$ cat config.mk
export PLATFORM = sky130hd
export DESIGN_NAME = ecp_ctrl
export DESIGN_NICKNAME = d
export VERILOG_FILES = /design/src/hdl/ecp_ctrl_pkg.sv /design/src/hdl/ecp_cap_edge.sv /design/src/hdl/ecp_steer.sv /design/src/hdl/ecp_ctrl.sv
export VERILOG_INCLUDE_DIRS = /design/src /design/src/hdl
export SDC_FILE = /design/constraint.sdc
export NUM_CORES = 1
export LEC_CHECK = 0
export BUFFER_PORTS_ARGS = -buffer_cell sky130_fd_sc_hd__buf_2
export CORE_ASPECT_RATIO = 0.5
export CORE_MARGIN = 2
export CORE_UTILIZATION = 30
export CTS_CLUSTER_DIAMETER = 150
export CTS_CLUSTER_SIZE = 14
export DETAILED_ROUTE_END_ITERATION = 8
export PLACE_DENSITY_LB_ADDON = 0.3
export SKIP_CTS_REPAIR_TIMING = 1
export SYNTH_ARGS = -nofsm -noshare
export SYNTH_HDL_FRONTEND = slang
export SYNTH_SLANG_ARGS = --single-unit
$ cat constraint.sdc
create_clock -name CLK_IN -period 3.6 [get_ports CLK_IN]
set_input_delay 0.36 -clock CLK_IN [delete_from_list [all_inputs] [get_ports CLK_IN]]
set_output_delay 0.36 -clock CLK_IN [all_outputs]
set_load 0.02 [all_outputs]
$ cat src/hdl/ecp_ctrl_regs.svh
// Register offsets, field positions, reset values and mode codes of the capture/compare/PWM unit.
// Included by every design file that decodes the control register or the register bus.
`ifndef ECP_CTRL_REGS_SVH
`define ECP_CTRL_REGS_SVH

`define ECP_ADDR_CTRL     3'h0
`define ECP_ADDR_DUTY     3'h1
`define ECP_ADDR_CAP_LO   3'h2
`define ECP_ADDR_CAP_HI   3'h3
`define ECP_ADDR_STATUS   3'h4
`define ECP_ADDR_MASK     3'h5
`define ECP_ADDR_DEAD     3'h6
`define ECP_ADDR_PINS     3'h7

`define ECP_CTRL_RESET    8'h00
`define ECP_DUTY_RESET    8'h00
`define ECP_DEAD_RESET    8'h00
`define ECP_MASK_RESET    2'h0
`define ECP_STATUS_RESET  2'h0

`define ECP_ST_FLAG       0
`define ECP_ST_SPECIAL    1

`define ECP_M_OFF         4'h0
`define ECP_M_TOGGLE      4'h2
`define ECP_M_CAP_FALL    4'h4
`define ECP_M_CAP_RISE    4'h5
`define ECP_M_CAP_R4      4'h6
`define ECP_M_CAP_R16     4'h7
`define ECP_M_CMP_SET     4'h8
`define ECP_M_CMP_CLR     4'h9
`define ECP_M_CMP_SOFT    4'ha
`define ECP_M_CMP_SPECIAL 4'hb

`define ECP_CFG_SINGLE    2'h0
`define ECP_CFG_FWD       2'h1
`define ECP_CFG_HALF      2'h2
`define ECP_CFG_REV       2'h3

`define ECP_PRE_TOP_4     4'h3
`define ECP_PRE_TOP_16    4'hf

`endif

$ cat src/hdl/ecp_ctrl_pkg.sv
// Types shared by the capture/compare/PWM unit: control layout, pin bundle, operating class.
// Mode codes come from the register header.
`include "ecp_ctrl_regs.svh"

package ecp_ctrl_pkg;

    typedef enum logic [1:0] {
        ECP_OFF  = 2'h0,
        ECP_CAPT = 2'h1,
        ECP_CMP  = 2'h3,
        ECP_PWM  = 2'h2
    } ecp_class_type;

    typedef struct packed {
        logic [1:0] pwm_output_config;
        logic [1:0] duty_low_bits;
        logic [3:0] unit_mode_select;
    } ecp_ctrl_type;

    typedef struct packed {
        logic out_fourth;
        logic out_third;
        logic out_second;
        logic out_primary;
    } ecp_pins_type;

    // Reserved codes fall into the off class so they never drive a pin.
    function automatic ecp_class_type ecp_class(input logic [3:0] mode);
        ecp_class_type c;
        c = ECP_OFF;
        case (mode[3:2])
            2'h0: c = (mode == `ECP_M_TOGGLE) ? ECP_CMP : ECP_OFF;
            2'h1: c = ECP_CAPT;
            2'h2: c = ECP_CMP;
            2'h3: c = ECP_PWM;
            default: c = ECP_OFF;
        endcase
        return c;
    endfunction

endpackage

$ cat src/hdl/ecp_cap_edge.sv
// Capture edge detector with the rising-edge prescaler.
// Assumes the capture input is already synchronous to the clock.
`timescale 1ns/10ps
`include "ecp_ctrl_regs.svh"
module ecp_cap_edge
    import ecp_ctrl_pkg::*;
(
    input  wire logic       clk_in,
    input  wire logic       rst_n_in,
    input  wire logic       cap_in,
    input  wire logic [3:0] mode_in,
    input  wire logic       restart_in,
    output logic            capture_out
);
    logic       prev_q;
    logic [3:0] pre_q;

    wire rise     = cap_in && !prev_q;
    wire fall     = !cap_in && prev_q;
    wire pre_mode = (mode_in == `ECP_M_CAP_R4) || (mode_in == `ECP_M_CAP_R16);
    wire [3:0] pre_top = (mode_in == `ECP_M_CAP_R16) ? `ECP_PRE_TOP_16 : `ECP_PRE_TOP_4;
    wire pre_hit  = pre_mode && rise && (pre_q == pre_top);

    assign capture_out = ((mode_in == `ECP_M_CAP_FALL) && fall)
                       || ((mode_in == `ECP_M_CAP_RISE) && rise)
                       || pre_hit;

    always_ff @(posedge clk_in or negedge rst_n_in) begin
        if (!rst_n_in) begin
            prev_q <= 1'b0;
            pre_q  <= 4'h0;
        end else begin
            prev_q <= cap_in;
            if (restart_in) begin
                pre_q <= 4'h0;
            end else if (pre_mode && rise) begin
                pre_q <= pre_hit ? 4'h0 : pre_q + 4'h1;
            end
        end
    end
endmodule

$ cat src/hdl/ecp_steer.sv
// PWM output steering, polarity and half-bridge dead band.
// Assumes the raw modulated signal comes from the timebase, synchronous to the clock.
`timescale 1ns/10ps
`include "ecp_ctrl_regs.svh"
module ecp_steer
    import ecp_ctrl_pkg::*;
(
    input  wire logic         clk_in,
    input  wire logic         rst_n_in,
    input  wire logic         pwm_in,
    input  wire logic [1:0]   cfg_in,
    input  wire logic [1:0]   pol_in,
    input  wire logic [7:0]   dead_in,
    output ecp_pins_type      level_out,
    output ecp_pins_type      own_out
);
    logic         prev_q;
    logic [7:0]   dead_q;
    ecp_pins_type act;

    // A pwm edge always blanks both half-bridge legs for at least one cycle.
    wire settled = (dead_q == 8'h00) && (pwm_in == prev_q);
    wire leg_a   = pwm_in && settled;
    wire leg_b   = !pwm_in && settled;

    always_ff @(posedge clk_in or negedge rst_n_in) begin
        if (!rst_n_in) begin
            prev_q <= 1'b0;
            dead_q <= 8'h00;
        end else begin
            prev_q <= pwm_in;
            if (pwm_in != prev_q) begin
                dead_q <= dead_in;
            end else if (dead_q != 8'h00) begin
                dead_q <= dead_q - 8'h01;
            end
        end
    end

    always_comb begin
        act     = 4'h0;
        own_out = 4'h0;
        case (cfg_in)
            `ECP_CFG_SINGLE: begin
                act     = {3'h0, pwm_in};
                own_out = 4'h1;
            end
            `ECP_CFG_FWD: begin
                act     = {pwm_in, 2'h0, 1'b1};
                own_out = 4'hf;
            end
            `ECP_CFG_HALF: begin
                act     = {2'h0, leg_b, leg_a};
                own_out = 4'h3;
            end
            default: begin
                act     = {1'b0, 1'b1, pwm_in, 1'b0};
                own_out = 4'hf;
            end
        endcase
    end

    // Bit one of the polarity inverts the primary/third pair, bit zero the second/fourth.
    assign level_out = (act ^ {pol_in[0], pol_in[1], pol_in[0], pol_in[1]}) & own_out;
endmodule

$ cat src/hdl/ecp_ctrl.sv
// Enhanced capture/compare/PWM unit: mode control register, capture, compare and pin steering.
// Assumes a timebase outside supplies the timer value, match pulse and raw PWM signal.
//
// The plain strobed port and the address map are this design's own decisions.
`timescale 1ns/10ps
`include "ecp_ctrl_regs.svh"
module ecp_ctrl
    import ecp_ctrl_pkg::*;
(
    input  wire logic        CLK_IN,
    input  wire logic        RST_N_IN,
    input  wire logic [2:0]  ADDR_IN,
    input  wire logic [7:0]  WDATA_IN,
    input  wire logic        WR_IN,
    input  wire logic        RD_IN,
    output logic      [7:0]  RDATA_OUT,
    input  wire logic [15:0] TIMER_IN,
    input  wire logic        CAP_IN,
    input  wire logic        MATCH_IN,
    input  wire logic        PWM_IN,
    input  wire logic        ADC_EN_IN,
    output ecp_pins_type     PINS_OUT,
    output ecp_pins_type     PINS_OE_N_OUT,
    output logic      [9:0]  DUTY_OUT,
    output logic             TIMER_RST_OUT,
    output logic             ADC_START_OUT,
    output logic             IRQ_OUT
);
    logic          rst_meta_q;
    logic          rst_n;
    ecp_ctrl_type  ctrl_q;
    logic [7:0]    duty_high_register_q;
    logic [7:0]    dead_q;
    logic [15:0]   cap_q;
    logic [1:0]    status_q;
    logic [1:0]    status_d;
    logic [1:0]    mask_q;
    logic [3:0]    mode_prev_q;
    logic          cmp_pin_q;
    logic          cmp_pin_d;
    ecp_pins_type  steer_lvl;
    ecp_pins_type  steer_own;
    ecp_pins_type  pins_d;
    ecp_pins_type  oe_n_d;
    logic          cap_hit;

    // The reset is released through two flops so every register leaves reset on one edge.
    always_ff @(posedge CLK_IN or negedge RST_N_IN) begin
        if (!RST_N_IN) begin
            rst_meta_q <= 1'b0;
            rst_n      <= 1'b0;
        end else begin
            rst_meta_q <= 1'b1;
            rst_n      <= rst_meta_q;
        end
    end

    wire [3:0]     mode     = ctrl_q.unit_mode_select;
    wire [1:0]     cfg      = ctrl_q.pwm_output_config;
    ecp_class_type cls;
    assign cls = ecp_class(mode);

    wire wr_ctrl   = WR_IN && (ADDR_IN == `ECP_ADDR_CTRL);
    wire wr_duty   = WR_IN && (ADDR_IN == `ECP_ADDR_DUTY);
    wire wr_status = WR_IN && (ADDR_IN == `ECP_ADDR_STATUS);
    wire wr_mask   = WR_IN && (ADDR_IN == `ECP_ADDR_MASK);
    wire wr_dead   = WR_IN && (ADDR_IN == `ECP_ADDR_DEAD);

    // A mode change is an entry; set and clear modes initialise the pin, toggle holds it, and matches are ignored that cycle.
    wire entering  = mode != mode_prev_q;
    wire mode_off  = mode == `ECP_M_OFF;
    wire cmp_hit   = (cls == ECP_CMP) && MATCH_IN && !entering;
    wire special   = cmp_hit && (mode == `ECP_M_CMP_SPECIAL);
    wire cmp_drive = (cls == ECP_CMP) && (mode != `ECP_M_CMP_SOFT)
                     && (mode != `ECP_M_CMP_SPECIAL);

    ecp_cap_edge u_cap_edge (
        .clk_in      (CLK_IN),
        .rst_n_in    (rst_n),
        .cap_in      (CAP_IN),
        .mode_in     (mode),
        .restart_in  (entering || mode_off),
        .capture_out (cap_hit)
    );

    ecp_steer u_steer (
        .clk_in    (CLK_IN),
        .rst_n_in  (rst_n),
        .pwm_in    (PWM_IN),
        .cfg_in    (cfg),
        .pol_in    (mode[1:0]),
        .dead_in   (dead_q),
        .level_out (steer_lvl),
        .own_out   (steer_own)
    );

    always_comb begin
        cmp_pin_d = cmp_pin_q;
        case (mode)
            `ECP_M_OFF: cmp_pin_d = 1'b0;
            `ECP_M_TOGGLE: begin
                if (cmp_hit) begin
                    cmp_pin_d = !cmp_pin_q;
                end
            end
            `ECP_M_CMP_SET: begin
                if (entering) begin
                    cmp_pin_d = 1'b0;
                end else if (cmp_hit) begin
                    cmp_pin_d = 1'b1;
                end
            end
            `ECP_M_CMP_CLR: begin
                if (entering) begin
                    cmp_pin_d = 1'b1;
                end else if (cmp_hit) begin
                    cmp_pin_d = 1'b0;
                end
            end
            default: cmp_pin_d = cmp_pin_q;
        endcase
    end

    // Config is only looked at in PWM; other classes drive at most the primary pin.
    assign pins_d = (cls == ECP_PWM) ? steer_lvl : {3'h0, cmp_drive && cmp_pin_d};
    assign oe_n_d = (cls == ECP_PWM) ? ~steer_own : {3'h7, !cmp_drive};

    // A hardware event in the same cycle as a write-one clear wins over the clear.
    wire [1:0] st_set = {special, cmp_hit || cap_hit};
    wire [1:0] st_clr = wr_status ? WDATA_IN[1:0] : 2'h0;
    assign status_d = (status_q & ~st_clr) | st_set;

    wire [7:0] rd_mux =
        (ADDR_IN == `ECP_ADDR_CTRL)   ? ctrl_q :
        (ADDR_IN == `ECP_ADDR_DUTY)   ? duty_high_register_q :
        (ADDR_IN == `ECP_ADDR_CAP_LO) ? cap_q[7:0] :
        (ADDR_IN == `ECP_ADDR_CAP_HI) ? cap_q[15:8] :
        (ADDR_IN == `ECP_ADDR_STATUS) ? {6'h00, status_q} :
        (ADDR_IN == `ECP_ADDR_MASK)   ? {6'h00, mask_q} :
        (ADDR_IN == `ECP_ADDR_DEAD)   ? dead_q :
        {PINS_OE_N_OUT, PINS_OUT};

    always_ff @(posedge CLK_IN or negedge rst_n) begin
        if (!rst_n) begin
            ctrl_q               <= `ECP_CTRL_RESET;
            duty_high_register_q <= `ECP_DUTY_RESET;
            dead_q               <= `ECP_DEAD_RESET;
            mask_q               <= `ECP_MASK_RESET;
            status_q             <= `ECP_STATUS_RESET;
        end else begin
            if (wr_ctrl) begin
                ctrl_q <= WDATA_IN;
            end
            if (wr_duty) begin
                duty_high_register_q <= WDATA_IN;
            end
            if (wr_dead) begin
                dead_q <= WDATA_IN;
            end
            if (wr_mask) begin
                mask_q <= WDATA_IN[1:0];
            end
            status_q <= status_d;
        end
    end

    always_ff @(posedge CLK_IN or negedge rst_n) begin
        if (!rst_n) begin
            mode_prev_q <= `ECP_M_OFF;
            cmp_pin_q   <= 1'b0;
            cap_q       <= 16'h0000;
        end else begin
            mode_prev_q <= mode;
            cmp_pin_q   <= cmp_pin_d;
            if (cap_hit) begin
                cap_q <= TIMER_IN;
            end
        end
    end

    always_ff @(posedge CLK_IN or negedge rst_n) begin
        if (!rst_n) begin
            RDATA_OUT     <= 8'h00;
            PINS_OUT      <= 4'h0;
            PINS_OE_N_OUT <= 4'hf;
            DUTY_OUT      <= 10'h000;
            TIMER_RST_OUT <= 1'b0;
            ADC_START_OUT <= 1'b0;
            IRQ_OUT       <= 1'b0;
        end else begin
            RDATA_OUT     <= RD_IN ? rd_mux : 8'h00;
            PINS_OUT      <= pins_d;
            PINS_OE_N_OUT <= oe_n_d;
            DUTY_OUT      <= {duty_high_register_q, ctrl_q.duty_low_bits};
            TIMER_RST_OUT <= special;
            ADC_START_OUT <= special && ADC_EN_IN;
            IRQ_OUT       <= |(status_d & mask_q);
        end
    end

    wire p_first_low  = mode[1];
    wire p_second_low = mode[0];
endmodule

After elaboration in Yosys (flattened, before gate mapping)
Cells that the tools add are included.
Widths: inputs -> output; s select.
- add/sub/neg operators: 2
- equal/unequal tests: 27
- multiplexer cells: 27
- bitwise logic cells: 7
- reduce and logical (&&, ||, !) cells: 41
- operators with widths (kind ; count):
    $mux 8 ; 10
    $mux 4 ; 6
    $logic_and 1x1->1 ; 21
    $eq 4x3->1 const B ; 4
    $eq 4x4->1 const B ; 3
    $pmux 4 s3 ; 1
    $eq 2x2->1 const B ; 5
    $eq 3x3->1 const B ; 3
    $logic_not 8->1 ; 1
    $ne 4x4->1 const B ; 2
    $pmux 2 s4 ; 1
    $pmux 4 s2 ; 1
    $reduce_bool 8->1 ; 1
    $sub 8x1->8 const B ; 1
    $eq 3x2->1 const B ; 2
    $logic_not 1->1 ; 6
    $logic_or 1x1->1 ; 5
    $mux 1 ; 5
    $add 4x1->4 const B ; 1
    $and 2x2->2 ; 2
    $and 4x4->4 ; 1
    $eq 2x1->1 const B ; 2
    $eq 4x2->1 const B ; 1
    $eq 4x4->1 ; 1
    other kinds (15) ; 18
- flip-flop bits (word level): 94
- input port bits: 35
- output and inout bits: 29
- word-level logic and storage cells: 133

Longest topological paths before layout
- word-level depth: 11
- gate-level depth with buffers: 11
- depth with buffers taken out: 11

Hierarchy
A second synthesis with hierarchy kept.
- cells, all modules: 360
- area total of the unflattened synthesis: 4413.0 µm²
- by module, submodules not included (module ; instances ; cells each ; area each (µm²) ; seq. area each (µm²)):
    ecp_ctrl ; 1 ; 245 ; 3399.5 ; 2006.9
    ecp_steer ; 1 ; 79 ; 665.6 ; 225.2
    ecp_cap_edge ; 1 ; 36 ; 347.8 ; 125.1

Least setup slack after synthesis
No wires, ideal clock.
- path type: register to register
- start: register ctrl_q (netlist bit mode[1])
- end: register PINS_OUT[0] (netlist bit)
- library setup time: 0.134 ns
- arrival time: 2.139 ns
- required time: 3.466 ns
- path slack: 1.328 ns
- stages on the path, launching flop included: 11
- buffers on the path: 1
- period minus slack after synthesis: 2.272 ns
- cells stage by stage: dfrtp_1 > buf_2 > xor2_1 > nor4_4 > nand3_1 > ha_1 > and4b_1 > a31oi_1 > a21boi_1 > o21a_1 > o211ai_1
- RTL lines (what ; RTL line ; source):
    start, declared ; ecp_ctrl.sv:31 ; ecp_ctrl_type ctrl_q;
    start signal, assigned ; ecp_ctrl.sv:145 ; ctrl_q <= `ECP_CTRL_RESET;
    end signal, assigned ; ecp_ctrl.sv:192 ; PINS_OUT <= pins_d;
    end, declared ; ecp_ctrl.sv:22 ; output ecp_pins_type PINS_OUT,

==> impl_results.md <==
* Number of placed I/O pins at 64
* CP Class: reg2reg
* Status: finished, final reports clean
* Ys async rst share at 1.000
* Worst r2r src: mode[2]$_DFFE_PN0P_
* Most used DFF post-synth: dfrtp_1
* Worst min path class: in2reg
* RSZ-0062 raised after global routing: false
* Port buffer count at 63
* Leak at 2.276 nW
* Final non-filler cell area at 5141 um^2
* Final non-filler cell total at 617
* Area of the core at 13,780 um^2
* CP startpoint kind: flop
* Post-DP Area at 4822 um^2
* Row count at 30
* Mapped Avg Cell Area at 12.06 um^2
* Synth Cell Area at 4294 um^2
* FF-to-FF End: PINS_OUT[0]$_DFF_PN0_
* Total wire length at 9531 um
* Worst r2r path cells at 11
* Pin count of the biggest net entering global routing at 71
* Overflow after GRT at 0
* VDD IR max at 0.2470 mV
* WL/cell at 15.45 um
* Final Hold Fails at 0
* Diodes inserted at 0
* DRT iter0 DRCs at 146
* Gpl congestion at 0.7209
* 1st-pass router iterations at 4
* Worst-Margin Slew at 1.036 ns
* Fill cells at 1,372
* Clock sink count at 93
* Final setup viols at 0
* Post-layout net count at 465
* Share of layout cells above drive strength 1 at 0.2518
* Yosys warning count at 0
* Syn Nets at 401
* FF+latch count, synth at 93
* Syn-to-layout area delta at 19.73%
* Setup crit end kind: flop
* Final worst-path cycle share at 0.7073
* PD cells at 641.4 nW/um^2
* Clock transition at the registers of the reported paths at 0.07 ns
* Crit path DAT at 2.76 ns
* First-pass GRT wire length at 15,530 um
* H-tree levels at 3
* DRC viols at 0
* Crit path time final at 2.546 ns
* Chip height at 88.60 um
* Clock Latency Late Sink at 0.34 ns
* Antenna-violating nets left at 0
* Cts bufs inserted at 9
* Clock skew after layout at 0.009085 ns
* Placed Cells at 600
* DR vias at 2,875
* Die area at 15,350 um^2
* R2R setup slack at 1.05 ns
* Vias in the first global route at 2,962
* Post-synthesis cell count at 356
* Highest attainable clock frequency at 392.7 MHz
* CTS tree: yes
* DIE WIDTH at 173.2 um
* Maximum clock path buffer count at 2
* EDFF count, synth at 0
* CTS Root Cell: clkbuf_16
* Worst Path Required at 3.82 ns
* Post-Route Utilization at 0.3732
* Max-Cap Viols at 0
* Tot GR Track Use at 0.1329
* CP endpoint: PINS_OUT[0]$_DFF_PN0_
* Initial Util at 0.3117
* Crit path max fanout at 5
* Slew margin rel. at 0.3070
* Antenna violations before repair at 0
* Count of cell types in the netlist at 52
* Slew Viols, Final at 0
* Sum Neg Setup Slack at 0 ns
* Sequential cell area fraction in the yosys report at 0.5428
* Vias per cell at 4.660
* Critical path startpoint: mode[2]$_DFFE_PN0P_
* Dpl hpwl at 6612 um
[state kept, by name, indices dropped and copies added, names as in the netlist, 2 cells and up]
signal / count
ctrl_q: 2
mode: 4
mask_q: 2
cfg: 2
u_steer.dead_q: 8
DUTY_OUT: 10
PINS_OUT: 4
dead_q: 8
PINS_OE_N_OUT: 3
duty_high_register_q: 8
status_q: 2
u_cap_edge.pre_q: 4
cap_q: 16
mode_prev_q: 4
RDATA_OUT: 8
[metal layers]
layer  routed length, um  vias to the layer above  track usage  part of all wire
li1                    -                     1380            -                 -
met1                4744                     1433       0.1724              0.50
met2                4227                       48       0.2131              0.44
met3                 357                       14      0.04038             0.037
met4                 201                        0      0.05085             0.021
met5                   0                        -            0                 0
[synth_stat cells, types with 7 or more instances]
cell | instances | area share
ha_1 | 10 | 0.029
mux4_2 | 7 | 0.037
buf_2 | 9 | 0.010
a21oi_1 | 12 | 0.014
mux2_1 | 37 | 0.097
dfrtp_1 | 90 | 0.52
inv_1 | 9 | 0.0079
nor2b_1 | 8 | 0.012
nor2_1 | 20 | 0.017
nand2_1 | 33 | 0.029
nand2b_1 | 7 | 0.010
o21ai_1 | 15 | 0.017
o21ai_0 | 10 | 0.012
xor2_1 | 9 | 0.018
[worst max-delay path, cell delays in order, from the launching register on]
cell,delay [ns]
dfrtp_1,0.43
inv_1,0.13
ha_1,0.22
nand2b_1,0.15
o21ai_0,0.17
nand3_1,0.20
ha_1,0.32
and4b_1,0.18
a31oi_1,0.14
a21boi_1,0.21
o21a_1,0.17
o211ai_1,0.09
[cell usage in the layout (no fill, tap or decap), types with 2 or more instances in the layout]
cell,netlist,layout
and4b_1,2,2
nand4_1,2,2
inv_1,9,9
nor4_4,2,2
nor3_1,5,5
buf_4,2,6
mux2i_1,4,4
nand2b_1,7,7
nand2_1,33,33
mux2_2,3,3
or3_1,2,2
clkinvlp_4,0,3
xnor2_1,5,5
o221ai_1,2,2
o21ai_1,15,15
dfstp_2,3,3
dfrtp_1,90,89
nor2b_1,8,8
a22oi_1,5,5
nand4b_1,3,3
nand3_1,4,4
buf_2,9,63
o31ai_1,2,2
nor2_1,20,20
clkbuf_16,0,9
nand3b_1,3,3
mux4_2,7,7
o211ai_1,3,3
mux2_1,37,37
o21ai_0,10,10
a21oi_1,12,12
xor2_1,9,9
clkinv_1,2,2
and3_1,3,3
ha_1,10,10
[worst min path at each step]
stage                  start                     endpoint  slack (ns)  depth (start not counted)
CTS                 RST_N_IN              rst_n$_DFF_PN0_       -0.22                          1
global placement    RST_N_IN         rst_meta_q$_DFF_PN0_        0.14                          1
floorplan           RST_N_IN         rst_meta_q$_DFF_PN0_        0.06                          0
finish                CAP_IN  u_cap_edge.prev_q$_DFF_PN0_        0.16                          1
detailed placement  RST_N_IN         rst_meta_q$_DFF_PN0_        0.15                          1
global route          CAP_IN  u_cap_edge.prev_q$_DFF_PN0_        0.16                          1
[area by class of cell]
cell class,count,area (um^2),area share
sequential,93,2335,0.4541
multi-input combinational,235,1846,0.3590
timing repair buffer,70,370.4,0.07204
tap,192,240.2,0.04673
clock buffer,10,239.0,0.04648
clock inverter,6,70.07,0.01363
inverter,11,41.29,0.008031
[through the flow]
step                total power, mW  hold WS [ns]  worst slack (ns)
global placement              2.333        0.1445             1.205
global route                  3.504        0.1551            0.8261
CTS                           3.339       -0.2196             1.032
detailed placement            2.348        0.1468             1.046
finish                        3.298        0.1594             1.054
floorplan                     2.102       0.06441            0.8230
[kinds of logic (layout without fill, tap and decap cells)]
family	Yosys count	after routing	share of synthesized area
AND/OR/NAND/NOR	102	102	0.1337
flip-flops	93	93	0.5428
AO/OA/AOI/OAI	57	57	0.08509
multiplexers	51	51	0.1509
buffers and inverters	28	97	0.02884
XOR/XNOR	14	14	0.02856
adder cells (fa/ha/maj)	10	10	0.02914
other	1	1	0.0008733
[power by group]
part           switching [mW]  internal [mW]  leakage [nW]  total, mW
clock network           0.413          0.561         0.141      0.974
registers               0.205           1.32          1.15       1.52
logic                   0.422          0.379         0.986      0.802
total                    1.04           2.26          2.28       3.30
No activity file was read; power rests on OpenSTA's default activity.
